<file path="config.mk">
export PLATFORM = sky130hd
export DESIGN_NAME = fpcc_console
export DESIGN_NICKNAME = d
export VERILOG_FILES = /design/src/core/fpcc_blink_timer.v /design/src/core/fpcc_console.v /design/src/core/fpcc_key_edge.v
export VERILOG_INCLUDE_DIRS = /design/src /design/src/core
export SDC_FILE = /design/constraint.sdc
export NUM_CORES = 1
export LEC_CHECK = 0
export ABC_AREA = 1
export BUFFER_PORTS_ARGS = -buffer_cell sky130_fd_sc_hd__buf_4
export CAP_MARGIN = 10
export CORE_MARGIN = 1.5
export CORE_UTILIZATION = 60
export CTS_CLUSTER_DIAMETER = 50
export DETAILED_ROUTE_END_ITERATION = 8
export PLACE_DENSITY_LB_ADDON = 0.05
export SLEW_MARGIN = 10
export SYNTH_ARGS = -nofsm -noshare
export SYNTH_HDL_FRONTEND = slang
export SYNTH_SLANG_ARGS = --single-unit
export TNS_END_PERCENT = 50
</file>
<file path="constraint.sdc">
create_clock -name i_sys_clk -period 4.4 [get_ports i_sys_clk]
set_clock_uncertainty 0.05 [all_clocks]
set_input_delay 0.22 -clock i_sys_clk [delete_from_list [all_inputs] [get_ports i_sys_clk]]
set_output_delay 0.22 -clock i_sys_clk [all_outputs]
set_load 0.02 [all_outputs]
</file>
<file path="src/core/fpcc_map.vh">
// Constants for the front-panel console control block.
// Assumes a 25 MHz system clock; included by bare name.
`ifndef FPCC_MAP_VH
`define FPCC_MAP_VH
// ----------------------------------------
// Timing
// ----------------------------------------
`define FPCC_CLK_HZ 25000000
`define FPCC_BLINK_HALF_MS 250
`define FPCC_BLINK_HALF_CYC ((`FPCC_CLK_HZ / 1000) * `FPCC_BLINK_HALF_MS)
`define FPCC_SWEEP_STEP_MS 200
`define FPCC_SWEEP_STEP_CYC ((`FPCC_CLK_HZ / 1000) * `FPCC_SWEEP_STEP_MS)
// ----------------------------------------
// Program modes
// ----------------------------------------
`define FPCC_MODE_READY 3'h0
`define FPCC_MODE_RUN 3'h1
`define FPCC_MODE_HOLD 3'h2
`define FPCC_MODE_FAST 3'h3
`define FPCC_MODE_END 3'h4
// ----------------------------------------
// Console states
// ----------------------------------------
`define FPCC_ST_BASIC 3'h0
`define FPCC_ST_PARAM 3'h1
`define FPCC_ST_PATTERN_KEY 3'h2
`define FPCC_ST_COPY 3'h3
`define FPCC_ST_GRESET 3'h4
// ----------------------------------------
// Display selection codes
// ----------------------------------------
`define FPCC_VIEW_MEAS 3'h0
`define FPCC_VIEW_SETP 3'h1
`define FPCC_VIEW_OUT 3'h2
`define FPCC_VIEW_TIME 3'h3
`define FPCC_VIEW_CYC 3'h4
`define FPCC_VIEW_LAST 3'h4
// ----------------------------------------
// Output kinds and misc
// ----------------------------------------
`define FPCC_OUTK_SWITCHED 2'h0
`define FPCC_OUTK_CURRENT 2'h1
`define FPCC_OUTK_AUX 2'h2
`define FPCC_PATTERN_KEY_MAX 5'h13
`define FPCC_PATTERN_KEY_MIN 5'h01
`define FPCC_ALARM_MARK 8'hAA
`define FPCC_BLANK 8'hFF
`define FPCC_PROFILE_W 3
`endif

</file>
<file path="src/core/fpcc_blink_timer.v">
// Shared blink phase and power-up sweep step generator.
// Assumes one free-running system clock with a clock enable.
`timescale 1ns/1ps
`include "fpcc_map.vh"
module fpcc_blink_timer (
    input wire i_sys_clk,
    input wire i_rstn,
    input wire i_ce,
    output reg o_phase,
    output reg o_step
);
    reg [23:0] blink_cnt;
    reg [23:0] step_cnt;
    always @(posedge i_sys_clk) begin
        if (!i_rstn) begin
            blink_cnt <= 24'h00_0000;
            step_cnt <= 24'h00_0000;
            o_phase <= 1'b0;
            o_step <= 1'b0;
        end else if (i_ce) begin
            o_step <= 1'b0;
            if (blink_cnt == `FPCC_BLINK_HALF_CYC - 1) begin
                blink_cnt <= 24'h00_0000;
                o_phase <= ~o_phase;
            end else begin
                blink_cnt <= blink_cnt + 24'h00_0001;
            end
            if (step_cnt == `FPCC_SWEEP_STEP_CYC - 1) begin
                step_cnt <= 24'h00_0000;
                o_step <= 1'b1;
            end else begin
                step_cnt <= step_cnt + 24'h00_0001;
            end
        end
    end
endmodule // fpcc_blink_timer

</file>
<file path="src/core/fpcc_console.v">
// Front-panel console: key decoding, mode control, lamps and displays.
// Assumes synchronous debounced keys and status from the controller core.
`timescale 1ns/1ps
`include "fpcc_map.vh"
module fpcc_console (
    input wire i_sys_clk,
    input wire i_rstn,
    input wire i_ce,
    input wire i_view_key,
    input wire i_pattern_key,
    input wire i_go_pause_key,
    input wire i_shift_key,
    input wire i_commit_key,
    input wire i_erase_key,
    input wire i_param_key,
    input wire i_down_key,
    input wire i_auto_manual_key,
    input wire i_program_end,
    input wire i_constant_mode,
    input wire i_alarm,
    input wire [7:0] i_alarm_code,
    input wire [7:0] i_segment,
    input wire [7:0] i_item_number,
    input wire [7:0] i_edit_segment,
    input wire i_battery_low,
    input wire i_auto_tuning,
    input wire i_smart_tuning,
    input wire [1:0] i_out1_kind,
    input wire [1:0] i_out2_kind,
    input wire i_position_prop,
    input wire i_out1_on,
    input wire i_out2_on,
    input wire i_open_relay_on,
    input wire i_close_relay_on,
    input wire [2:0] i_events,
    input wire [4:0] i_time_events,
    input wire [2:0] i_event_item_shown,
    input wire [4:0] i_time_item_shown,
    input wire [1:0] i_trend,
    input wire i_soak_standby,
    input wire i_setup_exit,
    output reg [2:0] o_mode,
    output reg [2:0] o_console_state,
    output reg o_manual,
    output reg o_advance,
    output reg o_seg_insert_delete,
    output reg o_item_clear,
    output reg o_run_lamp,
    output reg o_hold_lamp,
    output reg o_hand_control_lamp,
    output reg o_programming_lamp,
    output reg o_low_cell_lamp,
    output reg o_tuning_lamp,
    output reg o_drive1_lamp,
    output reg o_drive2_lamp,
    output reg o_measured_value_lamp,
    output reg o_setpoint_lamp,
    output reg o_output_lamp,
    output reg o_timer_lamp,
    output reg o_period_lamp,
    output reg o_channel_one_lamp,
    output reg o_channel_two_lamp,
    output reg [2:0] o_occurrence_lamps,
    output reg [4:0] o_timed_signal_lamps,
    output reg [7:0] o_program_display,
    output reg [7:0] o_segment_display,
    output reg [`FPCC_PROFILE_W-1:0] o_profile
);
    // ----------------------------------------
    // Key edges
    // ----------------------------------------
    wire [8:0] keys = {i_auto_manual_key, i_down_key, i_param_key, i_erase_key, i_commit_key,
                       i_shift_key, i_go_pause_key, i_pattern_key, i_view_key};
    wire [8:0] press;
    genvar g;
    generate
        for (g = 0; g < 9; g = g + 1) begin : g_edge
            fpcc_key_edge u_edge (
                .i_sys_clk(i_sys_clk),
                .i_rstn(i_rstn),
                .i_ce(i_ce),
                .i_key(keys[g]),
                .o_press(press[g])
            );
        end
    endgenerate
    // Shift only ever acts as a held modifier, so its edge goes unused
    wire p_view = press[0];
    wire p_pattern = press[1];
    wire p_go = press[2];
    wire p_commit = press[4];
    wire p_erase = press[5];
    wire p_param = press[6];
    wire p_down = press[7];
    wire p_am = press[8];

    // ----------------------------------------
    // Shared blink timer
    // ----------------------------------------
    wire blink;
    wire sweep_step;
    fpcc_blink_timer u_blink (
        .i_sys_clk(i_sys_clk),
        .i_rstn(i_rstn),
        .i_ce(i_ce),
        .o_phase(blink),
        .o_step(sweep_step)
    );

    // ----------------------------------------
    // Console state, mode and selections
    // ----------------------------------------
    reg [4:0] program_no;
    reg [4:0] edit_program;
    reg [2:0] view;
    reg sweeping;
    reg [1:0] sweep_pos;
    wire basic = (o_console_state == `FPCC_ST_BASIC);
    wire in_pattern_key = (o_console_state == `FPCC_ST_PATTERN_KEY);
    wire m_ready = (o_mode == `FPCC_MODE_READY);
    wire m_run = (o_mode == `FPCC_MODE_RUN);
    wire m_hold = (o_mode == `FPCC_MODE_HOLD);
    wire m_fast = (o_mode == `FPCC_MODE_FAST);
    wire m_end = (o_mode == `FPCC_MODE_END);

    always @(posedge i_sys_clk) begin
        if (!i_rstn) begin
            o_console_state <= `FPCC_ST_BASIC;
            o_mode <= `FPCC_MODE_READY;
            o_manual <= 1'b0;
            o_advance <= 1'b0;
            o_seg_insert_delete <= 1'b0;
            o_item_clear <= 1'b0;
            program_no <= `FPCC_PATTERN_KEY_MIN;
            edit_program <= `FPCC_PATTERN_KEY_MIN;
            view <= `FPCC_VIEW_MEAS;
            sweeping <= 1'b1;
            sweep_pos <= 2'h0;
        end else if (i_ce) begin
            o_advance <= 1'b0;
            o_seg_insert_delete <= 1'b0;
            o_item_clear <= 1'b0;
            if (sweep_step && sweeping) begin
                sweep_pos <= sweep_pos + 2'h1;
                if (sweep_pos == 2'h2) begin
                    sweeping <= 1'b0;
                end
            end
            if (i_program_end && !m_ready) begin
                o_mode <= `FPCC_MODE_END;
            end
            if (p_am) begin
                o_manual <= ~o_manual;
            end
            case (o_console_state)
                `FPCC_ST_BASIC: begin
                    if (i_shift_key && p_param) begin
                        o_console_state <= `FPCC_ST_PARAM;
                    end else if (i_shift_key && p_pattern) begin
                        o_console_state <= `FPCC_ST_PATTERN_KEY;
                        edit_program <= program_no;
                    end else if (i_shift_key && i_erase_key && p_view && m_ready && !o_manual) begin
                        o_console_state <= `FPCC_ST_GRESET;
                    end else if (i_shift_key && p_down) begin
                        if (m_run || m_hold) begin
                            o_mode <= `FPCC_MODE_FAST;
                        end
                    end else if (i_pattern_key && p_go) begin
                        if (m_hold || m_fast || m_end) begin
                            o_mode <= `FPCC_MODE_READY;
                        end
                    end else if (i_pattern_key && p_view) begin
                        if (m_run || m_hold || m_fast) begin
                            o_advance <= 1'b1;
                        end
                    end else if (i_down_key && p_pattern && m_ready) begin
                        o_console_state <= `FPCC_ST_COPY;
                    end else if (p_go) begin
                        if (m_ready || m_hold || m_fast) begin
                            o_mode <= `FPCC_MODE_RUN;
                        end else if (m_run) begin
                            o_mode <= `FPCC_MODE_HOLD;
                        end
                    end else if (p_pattern && m_ready) begin
                        program_no <= (program_no == `FPCC_PATTERN_KEY_MAX) ? `FPCC_PATTERN_KEY_MIN
                                      : program_no + 5'h01;
                    end else if (p_view) begin
                        view <= (view == `FPCC_VIEW_LAST) ? `FPCC_VIEW_MEAS : view + 3'h1;
                    end
                end
                `FPCC_ST_PATTERN_KEY: begin
                    if (i_shift_key && p_pattern) begin
                        edit_program <= (edit_program == `FPCC_PATTERN_KEY_MAX) ? `FPCC_PATTERN_KEY_MIN
                                        : edit_program + 5'h01;
                    end else if (i_shift_key && p_down) begin
                        edit_program <= (edit_program == `FPCC_PATTERN_KEY_MIN) ? `FPCC_PATTERN_KEY_MAX
                                        : edit_program - 5'h01;
                    end else if (i_shift_key && p_commit) begin
                        o_seg_insert_delete <= 1'b1;
                    end else if (i_shift_key && p_erase) begin
                        o_item_clear <= 1'b1;
                    end else if (i_setup_exit) begin
                        o_console_state <= `FPCC_ST_BASIC;
                    end
                end
                `FPCC_ST_PARAM, `FPCC_ST_COPY, `FPCC_ST_GRESET: begin
                    // Exit decided by the setup sequencer, which owns item navigation
                    if (i_setup_exit) begin
                        o_console_state <= `FPCC_ST_BASIC;
                    end
                end
                default: begin
                    o_console_state <= `FPCC_ST_BASIC;
                end
            endcase
        end
    end

    // ----------------------------------------
    // Lamps and displays
    // ----------------------------------------
    reg [`FPCC_PROFILE_W-1:0] trend_bits;
    always @* begin
        case (i_trend)
            2'h0: trend_bits = 3'b001;
            2'h1: trend_bits = 3'b010;
            2'h2: trend_bits = 3'b100;
            default: trend_bits = 3'b000;
        endcase
    end

    always @(posedge i_sys_clk) begin
        if (!i_rstn) begin
            o_run_lamp <= 1'b0;
            o_hold_lamp <= 1'b0;
            o_hand_control_lamp <= 1'b0;
            o_programming_lamp <= 1'b0;
            o_low_cell_lamp <= 1'b0;
            o_tuning_lamp <= 1'b0;
            o_drive1_lamp <= 1'b0;
            o_drive2_lamp <= 1'b0;
            o_measured_value_lamp <= 1'b0;
            o_setpoint_lamp <= 1'b0;
            o_output_lamp <= 1'b0;
            o_timer_lamp <= 1'b0;
            o_period_lamp <= 1'b0;
            o_channel_one_lamp <= 1'b0;
            o_channel_two_lamp <= 1'b0;
            o_occurrence_lamps <= 3'h0;
            o_timed_signal_lamps <= 5'h00;
            o_program_display <= `FPCC_BLANK;
            o_segment_display <= `FPCC_BLANK;
            o_profile <= 3'b000;
        end else if (i_ce) begin
            o_run_lamp <= m_run | (m_fast & blink);
            o_hold_lamp <= m_hold | (m_end & blink);
            o_hand_control_lamp <= o_manual;
            o_programming_lamp <= in_pattern_key;
            o_low_cell_lamp <= i_battery_low & blink;
            o_tuning_lamp <= (i_auto_tuning & blink) | (~i_auto_tuning & i_smart_tuning);
            if (i_out1_kind == `FPCC_OUTK_CURRENT) begin
                o_drive1_lamp <= 1'b1;
            end else begin
                o_drive1_lamp <= i_position_prop ? i_open_relay_on : i_out1_on;
            end
            if (i_out2_kind == `FPCC_OUTK_CURRENT) begin
                o_drive2_lamp <= 1'b1;
            end else if (i_out2_kind == `FPCC_OUTK_AUX) begin
                o_drive2_lamp <= 1'b0;
            end else begin
                o_drive2_lamp <= i_position_prop ? i_close_relay_on : i_out2_on;
            end
            o_measured_value_lamp <= (view == `FPCC_VIEW_MEAS);
            o_setpoint_lamp <= (view == `FPCC_VIEW_SETP);
            o_output_lamp <= (view == `FPCC_VIEW_OUT);
            o_timer_lamp <= (view == `FPCC_VIEW_TIME);
            o_period_lamp <= (view == `FPCC_VIEW_CYC);
            o_channel_one_lamp <= 1'b0;
            o_channel_two_lamp <= 1'b0;
            o_occurrence_lamps <= in_pattern_key ? i_event_item_shown : i_events;
            o_timed_signal_lamps <= in_pattern_key ? i_time_item_shown : i_time_events;
            // Alarm and blanking only apply in basic display
            if (in_pattern_key) begin
                o_program_display <= {3'h0, edit_program};
                o_segment_display <= i_edit_segment;
            end else if (o_console_state == `FPCC_ST_PARAM) begin
                o_program_display <= `FPCC_BLANK;
                o_segment_display <= i_item_number;
            end else if (basic && i_alarm) begin
                o_program_display <= `FPCC_ALARM_MARK;
                o_segment_display <= i_alarm_code;
            end else if (basic && i_constant_mode) begin
                o_program_display <= `FPCC_BLANK;
                o_segment_display <= `FPCC_BLANK;
            end else begin
                o_program_display <= {3'h0, program_no};
                o_segment_display <= i_segment;
            end
            if (sweeping) begin
                o_profile <= 3'b001 << sweep_pos;
            end else if (i_soak_standby) begin
                o_profile <= blink ? trend_bits : 3'b000;
            end else begin
                o_profile <= trend_bits;
            end
        end
    end
endmodule // fpcc_console

</file>
<file path="src/core/fpcc_key_edge.v">
// Rising-edge detector for one key line.
// Assumes key inputs already debounced and synchronous to the clock.
`timescale 1ns/1ps
module fpcc_key_edge (
    input wire i_sys_clk,
    input wire i_rstn,
    input wire i_ce,
    input wire i_key,
    output wire o_press
);
    reg key_q;
    always @(posedge i_sys_clk) begin
        if (!i_rstn) begin
            key_q <= 1'b0;
        end else if (i_ce) begin
            key_q <= i_key;
        end
    end
    assign o_press = i_ce & i_key & ~key_q;
endmodule // fpcc_key_edge

</file>
## Word level (Yosys, flattened, before mapping)

Cells that the tools add are included.

| word-level totals | value |
|---|---|
| output and inout bits | 52 |
| bits in registers | 124 |
| bits of input ports | 79 |

| cells by class | value |
|---|---|
| $add $sub $neg | 7 |
| muxes and demuxes | 75 |
| shift-type cells | 1 |
| eq/ne operators | 34 |
| bitwise operators | 44 |
| reductions and logical operators | 40 |

Operator list:

| operator | count |
|---|---|
| 3-bit two-way mux | 31 |
| 8-bit two-way mux | 8 |
| 24-bit by 1-bit adder with 24-bit output (second input constant) | 2 |
| 24-bit by 23-bit == test with 1-bit output (second input constant) | 2 |
| 24-bit two-way mux | 2 |
| 5-bit two-way mux | 8 |
| 1-bit two-way mux | 23 |
| 1-bit AND | 21 |
| 1-bit inverter | 20 |
| 3-bit by 2-bit == test with 1-bit output (second input constant) | 6 |
| 1-bit logical AND | 18 |
| 3-bit one-hot mux with 3 select lines | 2 |
| 5-bit != test (second input constant) | 3 |
| 12-bit AND reduction | 1 |
| 11-bit AND reduction | 1 |
| 5-bit by 1-bit adder with 5-bit output (second input constant) | 2 |
| 5-bit == test (second input constant) | 2 |
| 2-bit != test (second input constant) | 5 |
| 5-bit one-hot mux with 2 select lines | 1 |
| 3-bit by 1-bit == test with 1-bit output (second input constant) | 3 |
| 3-bit == test (second input constant) | 3 |
| 3-bit logical NOT | 3 |
| 9-bit AND reduction | 1 |
| 2-bit by 1-bit == test with 1-bit output (second input constant) | 3 |
| 18 further kinds | 30 |

## Depth between registers and ports, before layout

| depth | value |
|---|---|
| word-level depth | 15 |
| depth in mapped cells | 14 |

## By module

From an unflattened synthesis, not the netlist that was laid out.

| second synthesis, totals | value |
|---|---|
| cell total of the unflattened synthesis | 1054 |
| area, all modules | 6941.7 um^2 |

By module, submodules not included:

| module | area each (um^2) | times used | cells an instance |
|---|---|---|---|
| fpcc_console | 3806.2 | 1 | 571 |
| fpcc_blink_timer | 2755.1 | 1 | 427 |
| fpcc_key_edge | 47.5 | 8 | 7 |

## Worst setup path before layout

OpenSTA, ideal clock, no wires.

| timing | value |
|---|---|
| path kind | flip-flop to flip-flop |
| start | register o_mode[2] |
| end | register view[2] |
| data arrival time | 1.521 ns |
| stages on the path, launching flop included | 11 |
| path slack | 2.709 ns |
| data required time | 4.229 ns |
| cell sequence | dfxtp_1 > buf_6 > nor2_1 > nand2_1 > nor2_1 > nand2_2 > nand2_1 > nor3_1 > nand2_2 > o21ai_0 > a21oi_1 |

| on the way | value |
|---|---|
| cells in the longest elaborated chain, start to end | 5 |

Ends and longest elaborated chain:

| what | line | source |
|---|---|---|
| from (decl) | fpcc_console.v:42 | `output reg [2:0] o_mode,` |
| from (signal assigned) | fpcc_console.v:129 | `` o_mode <= `FPCC_MODE_READY; `` |
| from (signal assigned) | fpcc_console.v:150 | `` o_mode <= `FPCC_MODE_END; `` |
| from (signal assigned) | fpcc_console.v:166 | `` o_mode <= `FPCC_MODE_FAST; `` |
| 3-bit logical NOT (no line) * | -- |  |
| 1-bit logical AND (2 in a row) | fpcc_console.v:162 | `end else if (i_shift_key && i_erase_key && p_view && m_ready && !o_manual) begin` |
| 1-bit inverter (no line) | -- |  |
| 12-bit AND reduction (no line) * | -- |  |
| to (signal assigned) | fpcc_console.v:136 | `` view <= `FPCC_VIEW_MEAS; `` |
| to (signal assigned) | fpcc_console.v:188 | `` view <= (view == `FPCC_VIEW_LAST) ? `FPCC_VIEW_MEAS : view + 3'h1; `` |
| to (decl) | fpcc_console.v:115 | `reg [2:0] view;` |

Mark *: on every way between the ends. The rest lies on a longest branch, timed or not.
A chain may end at the register's enable or synchronous reset.

## Worst setup path in the final report

| timing | value |
|---|---|
| start | register o_console_state[2] |
| end | register o_console_state[2] |

| on the way | value |
|---|---|
| cells in the longest elaborated chain, start to end | 6 |

Ends and longest elaborated chain:

| what | line | source |
|---|---|---|
| from (decl) | fpcc_console.v:43 | `output reg [2:0] o_console_state,` |
| from (signal assigned) | fpcc_console.v:128 | `` o_console_state <= `FPCC_ST_BASIC; `` |
| from (signal assigned) | fpcc_console.v:158 | `` o_console_state <= `FPCC_ST_PARAM; `` |
| from (signal assigned) | fpcc_console.v:160 | `` o_console_state <= `FPCC_ST_PATTERN_KEY; `` |
| 3-bit two-way mux (5 in a row) | -- |  |
| 3-bit one-hot mux with 3 select lines | fpcc_console.v:155 | `case (o_console_state)` |

Several ways; a longest one is shown, not always the timed one. The select of a mux whose other input is x is not followed.

==> summary.md <==
| Metric | Value |
|---|---|
| Most common cell after layout, fill and taps aside | nand2_1 |
| CTS tree | built |
| Die Wd | 109 um |
| Max cap viols | 0 |
| Drt drc | 0 |
| Post-CTS setup buffers | 0 |
| Post-synthesis simple-gate area fraction | 0.361 |
| VDD IR-drop max | 0.360 mV |
| Crit end category | register |
| Pleak | 3.57 nW |
| Vias in the first global route | 6415 |
| Fin nets | 1214 |
| Synth Flop Type | dfxtp_1 |
| Post-Synth Adder-Cell Area | 0.0258 |
| First-pass DRT Iterations | 6 |
| Post-synthesis mux area share | 0 |
| Synth Cell Area | 6780 um2 |
| Ratio of cells with drive above 1 in the final layout | 0.183 |
| Initial antenna violation count | 0 |
| Ranking of synthesized cells by area | dfxtp_1 36%, nand2_1 13%, nor2_1 6.3% |
| Clk buf depth | 2 |
| Post-synth EDFFs | 0 |
| Routed WL per cell | 14.6 um |
| Warning count from the yosys run | 0 |
| TritonCTS buffer count | 17 |
| Slew Limit Fails | 0 |
| Port bufs | 128 |
| Clock slew seen by the registers of the worst setup and hold paths | 0.06 ns |
| Largest family of logic cells by synthesized area | simple AND/OR/NAND/NOR gates |
| Gpl congestion | 0.937 |
| Clk sinks | 123 |
| First-pass GRT wire length | 30000 um |
| CTS root buf | clkbuf_16 |
| CP max FO | 12 |
| Cell variety after synth | 45 |
| Sum of negative setup slack | 0 ns |
| CP arrival | 2.33 ns |
| Cells after synthesis | 1002 |
| Most frequent cells in the layout | 231 x nand2_1, 130 x buf_4, 123 x dfxtp_1 |
| # diodes | 0 |
| Final setup fails | 0 |
| Final Hold Fails | 0 |
| Register area share after synthesis | 0.363 |
| Worst-Margin Slew | 1.15 ns |
| Tmin final | 2.13 ns |
| Worst-Skew Late Latency | 0.42 ns |
| Post-synth top area cell | dfxtp_1 |
| 1st-iter DRT viols | 647 |
| Status | completed |
| H-tree lvl count | 4 |
| P&R area growth vs syn | 24.1% |
| Post-synthesis xor/xnor area fraction | 0.0246 |
| Placed Area | 7750 um2 |
| Worst Setup Path Type | reg -> reg |
| Slew HR | 0.231 |
| Die area | 11900 um2 |
| Final ANT Viol Nets | 0 |
| Total GRT Usage | 0.320 |
| GR Overflow Total | 0 |
| Startpoint Class | register |
| Worst EP required | 4.61 ns |
| F_max | 470 MHz |
| Share of flip-flops with an asynchronous set or reset | 0 |
| Rows | 38 |
| Vias per cell | 5.60 |
| IO Pins | 131 |
| Fin worst setup slack | 2.27 ns |
| Power Density | 427 nW/um2 |
| Pin count of the biggest net entering global routing | 62 |
| Die H | 109 um |
| Starting density of the core | 0.620 |
| Mapped Avg Cell Area | 6.76 um2 |
| #FFs+latches synth | 123 |
| Vias | 7138 |
| Placeable Area | 10900 um2 |
| Post-synthesis compound-gate area fraction | 0.137 |
| Final instance area | 8410 um2 |
| Dpl ws | 2.22 ns |
| Worst hold path class | in -> reg |
| RSZ-0062 raised after global routing | false |
| Period utilization | 0.483 |
| Total Wirelength | 18600 um |
| Hpwl dp | 12900 um |
| Post-synth top area share | 0.363 |
## stage by stage
step | hold slack [ns] | utilization | power, W | std cells
floorplan | 0.311 | - | 0.00188 | 1003
global placement | 0.397 | 0.709 | 0.00215 | 1236
detailed placement | 0.405 | 0.709 | 0.00216 | 1236
CTS | 0.0272 | 0.769 | 0.00358 | 1274
global route | 0.0352 | 0.769 | 0.00375 | 1274
finish | 0.0302 | 0.769 | 0.00359 | 1274
## per-layer routing
metal | up-vias | GRT usage | part of all wire
met3 | 28 | 0.0831 | 0.057
met1 | 3294 | 0.394 | 0.44
met5 | - | 0 | 0
met2 | 256 | 0.544 | 0.49
met4 | 0 | 0.103 | 0.018
li1 | 3560 | - | -
## state kept, by name, indices dropped and copies added (netlist names), 5 cells and up
register	cells
o_segment_display	8
g_edge.u_edge.key_q	8
edit_program	5
program_no	5
u_blink.step_cnt	24
o_timed_signal_lamps	5
u_blink.blink_cnt	24
o_program_display	7
## cells in the mapped netlist, types with 2 or more instances
master     count
and2_1         2
o21ai_0       44
a21oi_1       80
buf_1          2
xor2_1        17
nand3_2        2
nor2_2        10
o211ai_1       8
clkbuf_1      21
ha_1          14
nor3_2         6
dfxtp_1      123
buf_2          6
buf_6          2
nor3b_1        4
o21ai_1        6
nand3b_1       3
a211oi_1       4
inv_2          7
o2111ai_1      2
nand2_1      231
o21bai_1       3
o221ai_1       9
nor2_4         7
clkinv_1       2
inv_1        102
nand3_1       71
buf_4          5
nor2_1       114
nor3_1        25
nand4_1       32
nor3b_2        3
nand2_2        8
nor4_1        10
xnor2_1        2
a31oi_1        6
## final cells by class
cell class	instances	area, um2
multi-input combinational	732	3720
inverter	111	417
tap	140	175
clock buffer	18	429
clock inverter	14	170
timing repair buffer	136	1040
fill	861	2530
sequential	123	2460
## report_power, final
part | total (W) | switching, W | internal, W
registers | 0.00128 | 0.0000776 | 0.00120
clock network | 0.00142 | 0.000526 | 0.000892
logic | 0.000890 | 0.000571 | 0.000319
## path summary, 6_finish.rpt
| kind | slack, ns | endpoint | start | depth (start not counted) |
|---|---|---|---|---|
| max | 2.27 | o_console_state[2] | o_console_state[2] | 9 |
| min | 0.03 | o_drive1_lamp | i_out1_kind[1] | 4 |
| max reg2reg | 2.27 | o_console_state[2] | o_console_state[2] | 9 |
| min reg2reg | 0.41 | g_edge[8].u_edge.key_q | g_edge[8].u_edge.key_q | 2 |
## critical path: stages (launching register included)
cell and delay [ns]:
dfxtp_1 0.40, nor2_1 0.11, nand2_1 0.34, inv_1 0.28, o21ai_1 0.22, nand3_1 0.19
nor2_2 0.18, nand2_1 0.08, nand2_1 0.08, nor2_1 0.04
## what timing repair did
action | 4_1_cts | 5_1_grt
hold buffers | 6 | 0
hold endpoints to repair | 6 | 0
gates resized for setup | 0 | 0
## cell families (layout without fill, tap and decap cells)
| logic type | after synthesis | count (layout) |
|---|---|---|
| AND/OR/NAND/NOR | 531 | 531 |
| AO/OA/AOI/OAI | 166 | 166 |
| buffers and inverters | 148 | 279 |
| flip-flops | 123 | 123 |
| XOR/XNOR | 19 | 19 |
| adder cells (fa/ha/maj) | 14 | 14 |
| other | 1 | 2 |
Note: power is estimated with default switching activity, not from simulation.
